File: src/rtl/fss_pkg.sv
package fss_pkg;

  // ***************************************************
  // Widths
  // ***************************************************
  localparam int ADDR_W = 8;   // Register address width
  localparam int DATA_W = 32;  // Register data width
  localparam int SPD_W = 16;   // Speed and parameter width
  localparam int ACC_W = 32;   // Ramp accumulator width

  // ***************************************************
  // Register byte offsets
  // ***************************************************
  localparam logic [7:0] OFS_CTRL = 8'h00;      // Control bits
  localparam logic [7:0] OFS_DECEL_TC = 8'h04;  // Decel time constant
  localparam logic [7:0] OFS_ZERO_THR = 8'h08;  // Zero speed level
  localparam logic [7:0] OFS_DELAY = 8'h0C;     // Shut-off delay, ms
  localparam logic [7:0] OFS_FFC_AMT = 8'h10;   // Freefall lift amount
  localparam logic [7:0] OFS_STATUS = 8'h14;    // Live state
  localparam logic [7:0] OFS_IRQ_STAT = 8'h18;  // Sticky events
  localparam logic [7:0] OFS_IRQ_EN = 8'h1C;    // Event enables
  localparam logic [7:0] OFS_IRQ_CLR = 8'h20;   // Write one to clear

  // ***************************************************
  // Field positions
  // ***************************************************
  localparam int CTRL_DELAY_EN = 0;   // Shut-off delay feature on
  localparam int CTRL_TORQUE = 1;     // Torque control mode
  localparam int CTRL_LINK_DB = 2;    // Link break brakes at once
  localparam int CTRL_W = 3;
  localparam int ST_STATE_LSB = 0;    // State code, 3 bits
  localparam int ST_ALARM = 4;        // Alarm latched
  localparam int ST_WARN = 5;         // Forced-stop warning shown
  localparam int ST_STO_ERR = 6;      // Torque-off timing alarm
  localparam int ST_FFC = 7;          // Freefall lift active
  localparam int IRQ_STOP = 0;        // Stop sequence began
  localparam int IRQ_SHUT = 1;        // Base shut off reached
  localparam int IRQ_STO = 2;         // Torque-off timing alarm
  localparam int IRQ_DB = 3;          // Immediate dynamic brake
  localparam int IRQ_W = 4;

  // ***************************************************
  // Reset values
  // ***************************************************
  localparam logic [CTRL_W-1:0] CTRL_RST = 3'h1;
  localparam logic [15:0] DECEL_TC_RST = 16'h0064;
  localparam logic [15:0] ZERO_THR_RST = 16'h0032;
  localparam logic [15:0] DELAY_RST = 16'h0000;
  localparam logic [15:0] FFC_RST = 16'h0000;
  localparam logic [15:0] RATED_SPEED_DEF = 16'h0BB8;

  // ***************************************************
  // Timing
  // ***************************************************
  localparam int CLK_PERIOD_NS = 25;       // 40 MHz ref_clk
  localparam int TICK_TIME_NS = 1000000;   // 1 ms time base
  localparam int TICK_CYC_DEF = TICK_TIME_NS / CLK_PERIOD_NS;

  // ***************************************************
  // Sequencer states, Gray along the stop path
  // ***************************************************
  typedef enum logic [2:0] {
    ST_IDLE = 3'h0,   // Base off, awaiting servo-on
    ST_RUN = 3'h1,    // Driving on host command
    ST_DECEL = 3'h3,  // Following internal ramp
    ST_HOLD = 3'h2,   // Brake interlock off, delay running
    ST_SHUT = 3'h6,   // Base shut off, dynamic brake on
    ST_DYNB = 3'h4    // Immediate dynamic brake
  } fss_state_t;

endpackage

File: src/rtl/fss_ramp.sv
`timescale 1ns/10ps
// Internal model speed ramp. Each ms tick adds the rated speed to an
// accumulator; every clock while the accumulator holds a whole time
// constant, one unit of speed is taken off. The speed thus falls from
// rated to zero in the time constant without a divider.
module fss_ramp
  import fss_pkg::*;
(
  input wire logic ref_clk,
  input wire logic rst_n,
  input wire logic load,
  input wire logic [SPD_W-1:0] load_speed,
  input wire logic run,
  input wire logic tick,
  input wire logic [SPD_W-1:0] time_const,
  input wire logic [SPD_W-1:0] rated,
  output logic [SPD_W-1:0] speed_r
);

  logic [ACC_W-1:0] acc_r;  // Pending decrement credit
  logic [ACC_W-1:0] tc_w;   // Time constant at accumulator width

  assign tc_w = {{(ACC_W-SPD_W){1'b0}}, time_const};

  // ***************************************************
  // Accumulator and model speed
  // ***************************************************
  always_ff @(posedge ref_clk or negedge rst_n) begin
    if (!rst_n) begin
      acc_r <= '0;
      speed_r <= '0;
    end else if (load) begin
      // Start from the measured speed so the ramp joins smoothly
      acc_r <= '0;
      speed_r <= load_speed;
    end else if (run) begin
      if (time_const == '0) begin
        // Zero time constant means stop at once
        speed_r <= '0;
      end else if (tick) begin
        acc_r <= acc_r + {{(ACC_W-SPD_W){1'b0}}, rated};
      end else if (acc_r >= tc_w && speed_r != '0) begin
        acc_r <= acc_r - tc_w;
        speed_r <= speed_r - 16'h0001;
      end
    end
  end

endmodule

File: src/rtl/fss_top.sv
`timescale 1ns/10ps
// Summary of operation
// Forced-stop input off ramps at decel constant
// Below zero speed: base off, dynamic brake
// Shut-off delay covers stop, alarm, link break
// Brake interlock off, then delay, then shutoff
// Host sets delay about 1.5x freefall limit
// Freefall lift needs amount, slow stop, delay
// Freefall lift moves shaft up by amount
// Dynamic-brake alarms skip ramp, brake at once
// Dynamic-brake alarm during ramp aborts ramp
// Torque-off lost during ramp raises alarm
// No ramp stop in torque control mode
// Alarm cleared by resets unless cause remains
// Ramp follows internal model, ignores host
// Link break may brake at once by mode
// Forced-stop warning shown during stop sequence
// Link break starts ramp like forced stop
// Shutoff held until clear, then new servo-on
module fss_top
  import fss_pkg::*;
#(
  parameter int TICK_CYCLES = TICK_CYC_DEF,   // Clocks per ms
  parameter logic [SPD_W-1:0] RATED = RATED_SPEED_DEF
)
(
  input wire logic ref_clk,
  input wire logic rst_n,
  input wire logic [ADDR_W-1:0] reg_addr,
  input wire logic [DATA_W-1:0] reg_wdata,
  input wire logic reg_wr,
  input wire logic reg_rd,
  output logic [DATA_W-1:0] reg_rdata,
  input wire logic forced_stop_two_input,
  input wire logic safe_torque_off_input,
  input wire logic link_break,
  input wire logic alarm_req,
  input wire logic alarm_db,
  input wire logic alarm_cause_present,
  input wire logic error_reset_cmd,
  input wire logic cpu_reset_cmd,
  input wire logic servo_on_cmd,
  input wire logic [SPD_W-1:0] measured_speed,
  input wire logic [SPD_W-1:0] host_speed_cmd,
  output logic [SPD_W-1:0] speed_cmd_r,
  output logic [SPD_W-1:0] freefall_lift_r,
  output logic base_drive_r,
  output logic dynamic_brake_r,
  output logic brake_interlock_output,
  output logic forced_stop_warning,
  output logic torque_off_timing_error_alarm,
  output logic malfunction_output,
  output logic irq
);

  // ***************************************************
  // Declarations
  // ***************************************************
  fss_state_t state_r;               // Sequencer state
  fss_state_t state_nxt;             // Next sequencer state
  logic [CTRL_W-1:0] ctrl_r;         // Control bits
  logic [SPD_W-1:0] decel_tc_r;      // Decel time constant, ms
  logic [SPD_W-1:0] zero_thr_r;      // Zero speed threshold
  logic [SPD_W-1:0] delay_r;         // Shut-off delay, ms
  logic [SPD_W-1:0] ffc_amt_r;       // Freefall lift amount
  logic [IRQ_W-1:0] irq_stat_r;      // Sticky event bits
  logic [IRQ_W-1:0] irq_en_r;        // Event enables
  logic [IRQ_W-1:0] irq_evt;         // Events this cycle
  logic [31:0] tick_cnt_r;           // Ms divider
  logic tick;                        // One-cycle ms pulse
  logic [SPD_W-1:0] hold_cnt_r;      // Ms spent in hold
  logic alarm_r;                     // Alarm latched
  logic sto_err_r;                   // Torque-off timing alarm
  logic ffc_r;                       // Freefall lift selected
  logic servo_on_d_r;                // Servo-on, last cycle
  logic servo_on_rise;               // New servo-on command
  logic stop_cause;                  // Forced stop, alarm or link break
  logic low_speed;                   // At or below zero speed
  logic below_zero;                  // Strictly below zero speed
  logic hold_done;                   // Delay has elapsed
  logic clear_req;                   // Alarm clear request
  logic ramp_load;                   // Seed model speed
  logic [SPD_W-1:0] model_speed;     // Internal ramp output

  function automatic logic is_off(input fss_state_t s);
    // Base drive is off in these states
    return s == ST_IDLE || s == ST_SHUT || s == ST_DYNB;
  endfunction

  // ***************************************************
  // Time base
  // ***************************************************
  // Ms pulse from the single clock; slow logic uses it as an enable
  always_ff @(posedge ref_clk or negedge rst_n) begin
    if (!rst_n) begin
      tick_cnt_r <= '0;
    end else if (tick_cnt_r == 32'(TICK_CYCLES - 1)) begin
      tick_cnt_r <= '0;
    end else begin
      tick_cnt_r <= tick_cnt_r + 32'h0000_0001;
    end
  end
  assign tick = (tick_cnt_r == 32'(TICK_CYCLES - 1));

  // ***************************************************
  // Stop conditions
  // ***************************************************
  // Forced stop, alarm and link break all start a stop
  assign stop_cause = !forced_stop_two_input || alarm_r ||
                      link_break;
  assign low_speed = measured_speed <= zero_thr_r;
  assign below_zero = measured_speed < zero_thr_r;
  assign hold_done = hold_cnt_r >= delay_r;
  assign clear_req = error_reset_cmd || cpu_reset_cmd;
  assign servo_on_rise = servo_on_cmd && !servo_on_d_r;

  // ***************************************************
  // Sequencer next state
  // ***************************************************
  always_comb begin
    state_nxt = state_r;
    unique case (state_r)
      ST_IDLE: begin
        // Only a fresh servo-on drives again
        if (servo_on_rise && !stop_cause) begin
          state_nxt = ST_RUN;
        end
      end
      ST_RUN: begin
        if (alarm_db) begin
          state_nxt = ST_DYNB;
        end else if (stop_cause && ctrl_r[CTRL_TORQUE]) begin
          // No ramp in torque mode
          state_nxt = ST_DYNB;
        end else if (link_break && ctrl_r[CTRL_LINK_DB]) begin
          state_nxt = ST_DYNB;
        end else if (stop_cause && low_speed &&
                     ctrl_r[CTRL_DELAY_EN] && ffc_amt_r != '0) begin
          // Already stopped: lift shaft during the hold
          state_nxt = ST_HOLD;
        end else if (stop_cause) begin
          state_nxt = ST_DECEL;
        end else if (!servo_on_cmd) begin
          state_nxt = ST_HOLD;
        end
      end
      ST_DECEL: begin
        if (alarm_db || !safe_torque_off_input) begin
          // Abandon the ramp for immediate braking
          state_nxt = ST_DYNB;
        end else if (below_zero && ctrl_r[CTRL_DELAY_EN]) begin
          state_nxt = ST_HOLD;
        end else if (below_zero) begin
          state_nxt = ST_SHUT;
        end
      end
      ST_HOLD: begin
        if (alarm_db) begin
          state_nxt = ST_DYNB;
        end else if (hold_done) begin
          state_nxt = ST_SHUT;
        end
      end
      ST_SHUT, ST_DYNB: begin
        // Leave once nothing keeps the stop alive
        if (!alarm_r && !alarm_db && forced_stop_two_input &&
            !link_break) begin
          state_nxt = ST_IDLE;
        end
      end
      default: state_nxt = ST_DYNB;  // Illegal code: brake at once
    endcase
  end

  // ***************************************************
  // Sequencer state
  // ***************************************************
  always_ff @(posedge ref_clk or negedge rst_n) begin
    if (!rst_n) begin
      state_r <= ST_IDLE;
      servo_on_d_r <= 1'b0;
    end else begin
      state_r <= state_nxt;
      servo_on_d_r <= servo_on_cmd;
    end
  end

  // ***************************************************
  // Shut-off delay counter
  // ***************************************************
  // Counts ms only in hold; restarts on every entry
  always_ff @(posedge ref_clk or negedge rst_n) begin
    if (!rst_n) begin
      hold_cnt_r <= '0;
    end else if (state_r != ST_HOLD) begin
      hold_cnt_r <= '0;
    end else if (tick && !hold_done) begin
      hold_cnt_r <= hold_cnt_r + 16'h0001;
    end
  end

  // ***************************************************
  // Freefall lift
  // ***************************************************
  // Chosen on the slow-stop entry to hold, kept to shutoff
  always_ff @(posedge ref_clk or negedge rst_n) begin
    if (!rst_n) begin
      ffc_r <= 1'b0;
    end else if (state_r == ST_RUN && state_nxt == ST_HOLD && stop_cause) begin
      ffc_r <= 1'b1;
    end else if (state_r != ST_HOLD) begin
      ffc_r <= 1'b0;
    end
  end

  // ***************************************************
  // Alarm latches
  // ***************************************************
  // A new alarm wins over a clear in the same cycle
  always_ff @(posedge ref_clk or negedge rst_n) begin
    if (!rst_n) begin
      alarm_r <= 1'b0;
      sto_err_r <= 1'b0;
    end else begin
      if (alarm_req || alarm_db) begin
        alarm_r <= 1'b1;
      end else if (clear_req && !alarm_cause_present) begin
        alarm_r <= 1'b0;
      end
      if (state_r == ST_DECEL && !safe_torque_off_input) begin
        sto_err_r <= 1'b1;
      end else if (clear_req && safe_torque_off_input) begin
        sto_err_r <= 1'b0;
      end
    end
  end

  // ***************************************************
  // Model speed ramp
  // ***************************************************
  assign ramp_load = state_r == ST_RUN && state_nxt == ST_DECEL;

  fss_ramp u_ramp (
    .ref_clk(ref_clk),
    .rst_n(rst_n),
    .load(ramp_load),
    .load_speed(measured_speed),
    .run(state_r == ST_DECEL),
    .tick(tick),
    .time_const(decel_tc_r),
    .rated(RATED),
    .speed_r(model_speed)
  );

  // ***************************************************
  // Drive outputs
  // ***************************************************
  // Registered so the power stage never sees decode glitches
  always_ff @(posedge ref_clk or negedge rst_n) begin
    if (!rst_n) begin
      speed_cmd_r <= '0;
      freefall_lift_r <= '0;
      base_drive_r <= 1'b0;
      dynamic_brake_r <= 1'b1;
    end else begin
      base_drive_r <= !is_off(state_nxt);
      dynamic_brake_r <= is_off(state_nxt);
      if (state_nxt == ST_DECEL) begin
        speed_cmd_r <= ramp_load ? measured_speed : model_speed;
      end else if (state_nxt == ST_RUN) begin
        speed_cmd_r <= host_speed_cmd;
      end else begin
        speed_cmd_r <= '0;
      end
      freefall_lift_r <= ffc_r ? ffc_amt_r : '0;
    end
  end

  // Brake released only while driving or ramping
  assign brake_interlock_output = state_r == ST_RUN ||
                                  state_r == ST_DECEL;
  assign forced_stop_warning = !forced_stop_two_input && !is_off(state_r) &&
                               state_r != ST_RUN;
  assign torque_off_timing_error_alarm = sto_err_r;
  assign malfunction_output = !(alarm_r || sto_err_r);

  // ***************************************************
  // Interrupts
  // ***************************************************
  always_comb begin
    irq_evt[IRQ_STOP] = state_r == ST_RUN && state_nxt != ST_RUN;
    irq_evt[IRQ_SHUT] = state_r != ST_SHUT && state_nxt == ST_SHUT;
    irq_evt[IRQ_STO] = state_r == ST_DECEL && !safe_torque_off_input;
    irq_evt[IRQ_DB] = state_r != ST_DYNB && state_nxt == ST_DYNB;
  end
  // Set beats clear so no event is lost
  always_ff @(posedge ref_clk or negedge rst_n) begin
    if (!rst_n) begin
      irq_stat_r <= '0;
    end else if (reg_wr && reg_addr == OFS_IRQ_CLR) begin
      irq_stat_r <= (irq_stat_r & ~reg_wdata[IRQ_W-1:0]) | irq_evt;
    end else begin
      irq_stat_r <= irq_stat_r | irq_evt;
    end
  end

  assign irq = |(irq_stat_r & irq_en_r);

  // ***************************************************
  // Register writes
  // ***************************************************
  // Settings may change at any time; the ramp reads them live
  always_ff @(posedge ref_clk or negedge rst_n) begin
    if (!rst_n) begin
      ctrl_r <= CTRL_RST;
      decel_tc_r <= DECEL_TC_RST;
      zero_thr_r <= ZERO_THR_RST;
      delay_r <= DELAY_RST;
      ffc_amt_r <= FFC_RST;
      irq_en_r <= '0;
    end else if (reg_wr) begin
      unique case (reg_addr)
        OFS_CTRL: ctrl_r <= reg_wdata[CTRL_W-1:0];
        OFS_DECEL_TC: decel_tc_r <= reg_wdata[SPD_W-1:0];
        OFS_ZERO_THR: zero_thr_r <= reg_wdata[SPD_W-1:0];
        OFS_DELAY: delay_r <= reg_wdata[SPD_W-1:0];
        OFS_FFC_AMT: ffc_amt_r <= reg_wdata[SPD_W-1:0];
        OFS_IRQ_EN: irq_en_r <= reg_wdata[IRQ_W-1:0];
        default: begin
          // Read-only and unmapped writes are dropped
        end
      endcase
    end
  end

  // ***************************************************
  // Register reads
  // ***************************************************
  // Data stands for one cycle after the strobe, zero otherwise
  always_ff @(posedge ref_clk or negedge rst_n) begin
    if (!rst_n) begin
      reg_rdata <= '0;
    end else if (reg_rd) begin
      unique case (reg_addr)
        OFS_CTRL: reg_rdata <= DATA_W'(ctrl_r);
        OFS_DECEL_TC: reg_rdata <= DATA_W'(decel_tc_r);
        OFS_ZERO_THR: reg_rdata <= DATA_W'(zero_thr_r);
        OFS_DELAY: reg_rdata <= DATA_W'(delay_r);
        OFS_FFC_AMT: reg_rdata <= DATA_W'(ffc_amt_r);
        OFS_STATUS: begin
          reg_rdata <= '0;
          reg_rdata[ST_STATE_LSB +: 3] <= state_r;
          reg_rdata[ST_ALARM] <= alarm_r;
          reg_rdata[ST_WARN] <= forced_stop_warning;
          reg_rdata[ST_STO_ERR] <= sto_err_r;
          reg_rdata[ST_FFC] <= ffc_r;
        end
        OFS_IRQ_STAT: reg_rdata <= DATA_W'(irq_stat_r);
        OFS_IRQ_EN: reg_rdata <= DATA_W'(irq_en_r);
        default: reg_rdata <= '0;
      endcase
    end else begin
      reg_rdata <= '0;
    end
  end

endmodule

File: config.mk
export PLATFORM = sky130hd
export DESIGN_NAME = fss_top
export DESIGN_NICKNAME = d
export VERILOG_FILES = /design/src/rtl/fss_pkg.sv /design/src/rtl/fss_ramp.sv /design/src/rtl/fss_top.sv
export SDC_FILE = /design/constraint.sdc
export NUM_CORES = 1
export LEC_CHECK = 0
export BUFFER_PORTS_ARGS = -buffer_cell sky130_fd_sc_hd__buf_4
export CELL_PAD_IN_SITES_DETAIL_PLACEMENT = 1
export CELL_PAD_IN_SITES_GLOBAL_PLACEMENT = 1
export CORE_MARGIN = 5
export CORE_UTILIZATION = 40
export CTS_CLUSTER_DIAMETER = 150
export DETAILED_ROUTE_END_ITERATION = 10
export GPL_TIMING_DRIVEN = 0
export PLACE_DENSITY_LB_ADDON = 0.1
export SLEW_MARGIN = 30
export SYNTH_ARGS = -nofsm -noshare
export SYNTH_HDL_FRONTEND = slang
export SYNTH_HIERARCHICAL = 1
export SYNTH_SLANG_ARGS = --single-unit
File: constraint.sdc
create_clock -name ref_clk -period 4.5 [get_ports ref_clk]
set_input_delay 0.45 -clock ref_clk [delete_from_list [all_inputs] [get_ports ref_clk]]
set_output_delay 0.45 -clock ref_clk [all_outputs]
set_load 0.1 [all_outputs]
# After elaboration in Yosys (flattened, before gate mapping)
# Cells that the tools add are included.
# totals
register_bits	244
inputBits	85
output_inout_bits	71
word_cells	172
# classes
n_addsub	5
magnitude_cmp	4
eq_ne	26
mux	40
n_bitwise	5
reduce_logical	71
# ops
operator	count
$mux W32	7
$mux W16	11
$pmux W16 S8	1
$mux W3	13
$add A32 B1 Y32 const B	1
$add A32 B12 Y32 const B	1
$eq A32 B16 Y1 const B	1
$eq A8 B5 Y1 const B	4
$ge A32 B16 Y1	1
$reduce_bool A16 Y1	2
$sub A32 B16 Y32	1
$logic_and A1 B1 Y1	25
$add A16 B1 Y16 const B	1
$eq A8 B4 Y1 const B	2
$ge A16 B16 Y1	1
$le A16 B16 Y1	1
$logic_not A16 Y1	1
$lt A16 B16 Y1	1
$sub A16 B1 Y16 const B	1
$pmux W3 S5	1
$eq A3 B2 Y1 const B	4
$eq A3 B3 Y1 const B	4
$logic_not A1 Y1	12
$reduce_and A2 Y1	6
other kinds (20)	48

# Logic depth before layout (Yosys ltp)
# logic_depth
ltp_word	15
ltp_mapped	14

# By module
# Netlist, hierarchy kept.
# by_module_without_submodules
mod	n_inst	cells_per_inst	area_each_um2	seq_area_each_um2
fss_top	1	811	8941.1	4514.3
fss_ramp	1	592	4679.5	1201.2

# Worst setup path before layout
# Ideal clock, no wire load.
# synth_timing
kind	input to register
startpoint	input alarm_db
endpoint	register u_ramp.acc_r[16]
setup_ns	0.132
arrival_ns	3.318
required_time_ns	4.368
setup_slack_ns	1.050
path_stages	13
n_path_buf	6
path_cell_list	clkbuf_1 or4b_1 a211o_1 o31ai_1 o31a_1 nor2_2 buf_4 nor2_1 clkbuf_1 clkbuf_1 clkbuf_1 clkbuf_1 nor2_1
# synth_between
elab_chain_cells	10
elab_cells_between_ends	17
cone_classes	2 x eq/ne; 6 x mux; 9 x reduce/logical
# synth_rtl
element	line_no	rtl
from (decl)	fss_top.sv:38	input wire logic alarm_db,
$logic_not A1 Y1	fss_top.sv:166	if (!alarm_r && !alarm_db && forced_stop_two_input &&
$logic_and A1 B1 Y1 (3 in a row)	fss_top.sv:166	
$mux W3	fss_top.sv:166	
$pmux W3 S5 (*)	fss_top.sv:122	unique case (state_r)
$eq A3 B2 Y1 (*)	fss_top.sv:241	assign ramp_load = state_r == ST_RUN && state_nxt == ST_DECEL;
$logic_and A1 B1 Y1 (*)	fss_top.sv:241	
net ramp_load	fss_top.sv:82	logic ramp_load;
$ne A2 B2 Y1 (no line) (tied with other cells)	n/a	
$reduce_and A3 Y1 (no line)	n/a	
to (signal assigned)	fss_ramp.sv:41	acc_r <= acc_r + {{(ACC_W-SPD_W){1'b0}}, rated};
to (signal assigned)	fss_ramp.sv:43	acc_r <= acc_r - tc_w;
to (decl)	fss_ramp.sv:20	logic [ACC_W-1:0] acc_r;
# The timed path passes the listed nets; every way through them passes the cells marked *.
# A chain may end at the register's enable or synchronous reset.

# Worst setup path in the final report
# layout_timing
startpoint	register zero_thr_r[1]
endpoint	register u_ramp.acc_r[28]
# layout_between
elab_chain_cells	13
elab_cells_between_ends	21
cone_classes	2 x order compare; 2 x eq/ne; 9 x mux; 8 x reduce/logical
# layout_rtl
element	line_no	rtl
from (decl)	fss_top.sv:63	logic [SPD_W-1:0] zero_thr_r;
from (signal assigned)	fss_top.sv:325	OFS_ZERO_THR: zero_thr_r <= reg_wdata[SPD_W-1:0];
$le A16 B16 Y1	fss_top.sv:111	assign low_speed = measured_speed <= zero_thr_r;
$logic_and A1 B1 Y1 (2 in a row)	fss_top.sv:137	end else if (stop_cause && low_speed &&
$logic_and A1 B1 Y1	fss_top.sv:138	ctrl_r[CTRL_DELAY_EN] && ffc_amt_r != '0) begin
$mux W3	fss_top.sv:137	
$mux W3	fss_top.sv:135	end else if (link_break && ctrl_r[CTRL_LINK_DB]) begin
$mux W3	fss_top.sv:132	end else if (stop_cause && ctrl_r[CTRL_TORQUE]) begin
$mux W3	fss_top.sv:130	if (alarm_db) begin
$pmux W3 S5 (*)	fss_top.sv:122	
$eq A3 B2 Y1 (*)	fss_top.sv:241	
$logic_and A1 B1 Y1 (*)	fss_top.sv:241	
net ramp_load	fss_top.sv:82	
$ne A2 B2 Y1 (no line) (tied with other cells)	n/a	
$reduce_and A3 Y1 (no line)	n/a	
# Marked as above.

==> impl_metrics.py <==
metrics = {
    "run_status": {
        "status": "complete, no violations",
    },
    "drt": {
        "firstDrtPassIters": 5,
        "drt_iter0_drc": 708,
        "routed_wl_mm": 43.2,
        "postRouteAntennaNets": 0,
        "vias": 11700,
        "drc": 0,
        "viasPerCell": 5.66,
        "routedWlPerCell_um": 21.0,
    },
    "critical_path": {
        "arrival_ns": 4.44,
        "path_cells": "inv_1 > ha_1 > nor2b_1 > o211ai_1 > a2111oi_1 > o31a_1 > nor2_2 > buf_4 > nor2_1 > clkbuf_2 > clkbuf_1 > clkbuf_2 > clkbuf_2 > a21oi_1",
        "cp.required_ns": 4.93,
        "crit_path_frequent_cell": "clkbuf_2",
        "crit_fanout": 10,
        "start_kind": "flop",
        "cp-end-kind": "flop",
        "crit_type": "reg -> reg",
        "crit_path_top_delay_cell": "dfstp_2",
        "slowest_delay_ns": 0.55,
    },
    "logic_synthesis": {
        "synth_ff_type": "dfrtp_1",
        "syn_area_um2": 13600,
        "syn_inst": 1403,
        "ys_warn_count": 6,
        "synthArstFlopShare_pct": 100,
        "synth-seq-area-share_pct": 42.0,
        "synth_cell_types": 93,
        "syn_avg_cell_area_um2": 9.71,
        "synth_seq_cells": 228,
        "synth_edf_count": 0,
    },
    "sta": {
        "fin_crit_ns": 4.01,
        "clock.fmax_mhz": 249,
        "grt_setup_unrepaired": "no",
        "maxSlewHeadroom_pct": 39.0,
        "final-setup-viol-count": 0,
        "worstMarginPinSlew_ns": 0.903,
        "setup_ws_ns": 0.488,
        "hold_viol": 0,
        "fin_skew_ns": 0.0226,
        "finalMaxSlewViolations": 0,
        "min_period_over_period_pct": 89.2,
    },
    "final_layout": {
        "final_cell_mix": "dfrtp_1, buf_4, nor2_1",
        "layout_commonest_cell": "dfrtp_1",
        "drive_above_1_share_pct": 15.0,
        "diodes": 0,
        "areaGrowthSynthToFinish_pct": 18.8,
        "final_nets": 1743,
    },
    "clock_network": {
        "cts_tree": "yes",
        "htreeDepth": 1,
        "cts.path.max_buffers": 3,
        "ctsRootBufferMaster": "clkbuf_16",
        "cts.sinks": 228,
        "cts_setup_buffers": 0,
        "cts.reportedPaths.clkPinSlew_ns": 0.06,
        "insertion_delay_ns": 0.57,
        "cts_buffers": 28,
    },
    "placement": {
        "place_hpwl_mm": 33.0,
        "gp_congestion": 0.870,
        "numPortBuffers": 121,
        "pre_cts_ws_ns": -0.321,
    },
    "worst_hold_path": {
        "hold_class": "in -> reg",
    },
    "die": {
        "die_w_um": 195,
        "fp.dieH_um": 195,
        "start_util_pct": 40.5,
        "dieArea_um2": 37800,
        "core_area_um2": 33600,
        "ios": 156,
        "rows": 67,
    },
    "global_route": {
        "antenna_found_initial": 1,
        "grt_max_degree": 87,
        "grt_first_pass_wirelength_mm": 69.6,
        "grt_usage_pct": 22.3,
        "overflow": 0,
        "grt_pass1_vias": 12400,
    },
    "pwr": {
        "leakagePower_nw": 7.07,
        "powerDensity_nw_per_um2": 315,
        "peakVddDrop_uv": 333,
        "total_power_mw": 5.10,
    },
    "run": {
        "drv_cap": 0,
    },
}
-- Yosys cell counts (5+ instances only) --
cell | instances | share of area (%)
o31ai_1 | 10 | 0.55
a21o_1 | 18 | 0.99
buf_4 | 17 | 0.94
ha_1 | 67 | 6.2
a22oi_1 | 36 | 2.0
nand3_1 | 43 | 1.6
a31oi_1 | 11 | 0.51
mux2i_1 | 21 | 1.5
a222oi_1 | 5 | 0.37
o41ai_1 | 7 | 0.45
dfstp_2 | 8 | 1.5
or3_1 | 22 | 1.0
and3_1 | 13 | 0.60
o211a_1 | 5 | 0.37
a21oi_1 | 90 | 3.3
o21a_1 | 8 | 0.44
nor2_1 | 109 | 3.0
mux2_2 | 12 | 0.99
nor3_1 | 29 | 1.1
clkbuf_1 | 45 | 1.2
nand2b_1 | 8 | 0.37
dfrtp_1 | 220 | 40
buf_2 | 9 | 0.33
or4_1 | 16 | 0.88
nor2b_1 | 12 | 0.55
o21ai_1 | 11 | 0.40
nand2_1 | 99 | 2.7
o21ai_0 | 39 | 1.4
a211oi_1 | 27 | 1.5
nor4_1 | 21 | 0.96
xnor2_1 | 34 | 2.2
mux2_1 | 65 | 5.4
o211ai_1 | 18 | 0.99
nand4_1 | 22 | 1.0
inv_1 | 70 | 1.9
xor2_1 | 25 | 1.6
a211oi_2 | 9 | 0.83
and2_1 | 19 | 0.87
and4_1 | 6 | 0.39
-- repair_timing --
item                                    in CTS  in global routing
gates resized for setup                      2                  3
endpoints found under the setup margin      10                 30
hold buffers                                 1                  0
endpoints found under the hold margin       36                  0
-- power breakdown --
group          internal, mW  total, mW  switching [mW]  leakage [nW]
Clock                  1.22       2.13           0.907         0.415
Sequential             2.11       2.18          0.0674          3.00
Combinational         0.268      0.791           0.523          3.66
-- layout make-up --
class / instances / area [um^2]
Buffer: 72 / 349
Clock buffer: 47 / 812
Clock inverter: 4 / 45.0
Fill cell: 3839 / 17400
Inverter: 72 / 270
Multi-Input combinational cell: 1062 / 7410
Sequential cell: 228 / 5720
Tap cell: 448 / 561
Timing Repair Buffer: 125 / 1010
-- metal layers --
| layer | vias to the layer above | part of all wire, % | GRT usage, % | routed length (um) |
|---|---|---|---|---|
| li1 | 5512 | - | - | - |
| met5 | - | 0 | 0 | 0 |
| met1 | 5844 | 45 | 30.2 | 19300 |
| met4 | 0 | 2.0 | 5.13 | 846 |
| met3 | 48 | 4.5 | 2.93 | 1930 |
| met2 | 253 | 49 | 38.4 | 21100 |
-- metrics by stage --
step | std cells | TNS, ns | hold WS (ns) | cell area [um^2] | utilization, %
after floorplan | 1434 | 0 | 0.154 | 13700 | -
after global placement | 2003 | -3.01 | 0.468 | 15200 | 45.2
after detailed placement | 2006 | -3.06 | 0.374 | 15300 | 45.5
after CTS | 2058 | 0 | 0.00598 | 16200 | 48.1
after global routing | 2058 | 0 | 0.00171 | 16200 | 48.1
final | 2058 | 0 | 0.0271 | 16200 | 48.1
-- sequential cells by signal, summed over array words and instances, names as in the netlist, 3 cells and up --
register / count
ffc_amt_r: 16
u_ramp/speed_r: 16
hold_cnt_r: 16
state_r: 3
freefall_lift_r: 16
zero_thr_r: 16
u_ramp/acc_r: 32
speed_cmd_r: 16
decel_tc_r: 16
irq_en_r: 4
delay_r: 16
reg_rdata: 16
tick_cnt_r: 32
irq_stat_r: 4
ctrl_r: 3
-- critical path: cells and delay by family, from the launching register on --
| family | cells | cell delay, ns |
|---|---|---|
| buf+inv | 6 | 1.75 |
| simple gates | 3 | 0.34 |
| flops | 1 | 0.55 |
| compound gates | 4 | 0.93 |
| fa+ha+maj | 1 | 0.28 |
-- worst paths after layout --
check	endpoint	slack [ns]	cells after the start	from
setup / recovery	u_ramp/acc_r[28]$_DFFE_PN0P_	0.49	14	zero_thr_r[1]$_DFFE_PN1P_
hold / removal	servo_on_d_r$_DFF_PN0_	0.03	1	servo_on_cmd
setup reg to reg	u_ramp/acc_r[28]$_DFFE_PN0P_	0.49	14	zero_thr_r[1]$_DFFE_PN1P_
hold reg to reg	tick_cnt_r[31]$_DFF_PN0_	0.48	1	tick_cnt_r[31]$_DFF_PN0_
max in group asynchronous	freefall_lift_r[9]$_DFF_PN0_	3.33	3	rst_n
min in group asynchronous	speed_cmd_r[2]$_DFF_PN0_	0.40	2	rst_n
-- logic make-up after synthesis --
family          synth area share, %
flops                          42.0
buf+inv                        4.52
mux                            7.91
simple gates                   17.4
other cells                  0.0551
compound gates                 17.9
fa+ha+maj                      6.45
xor+xnor                       3.79
Note: power is estimated with default switching activity, not from simulation.
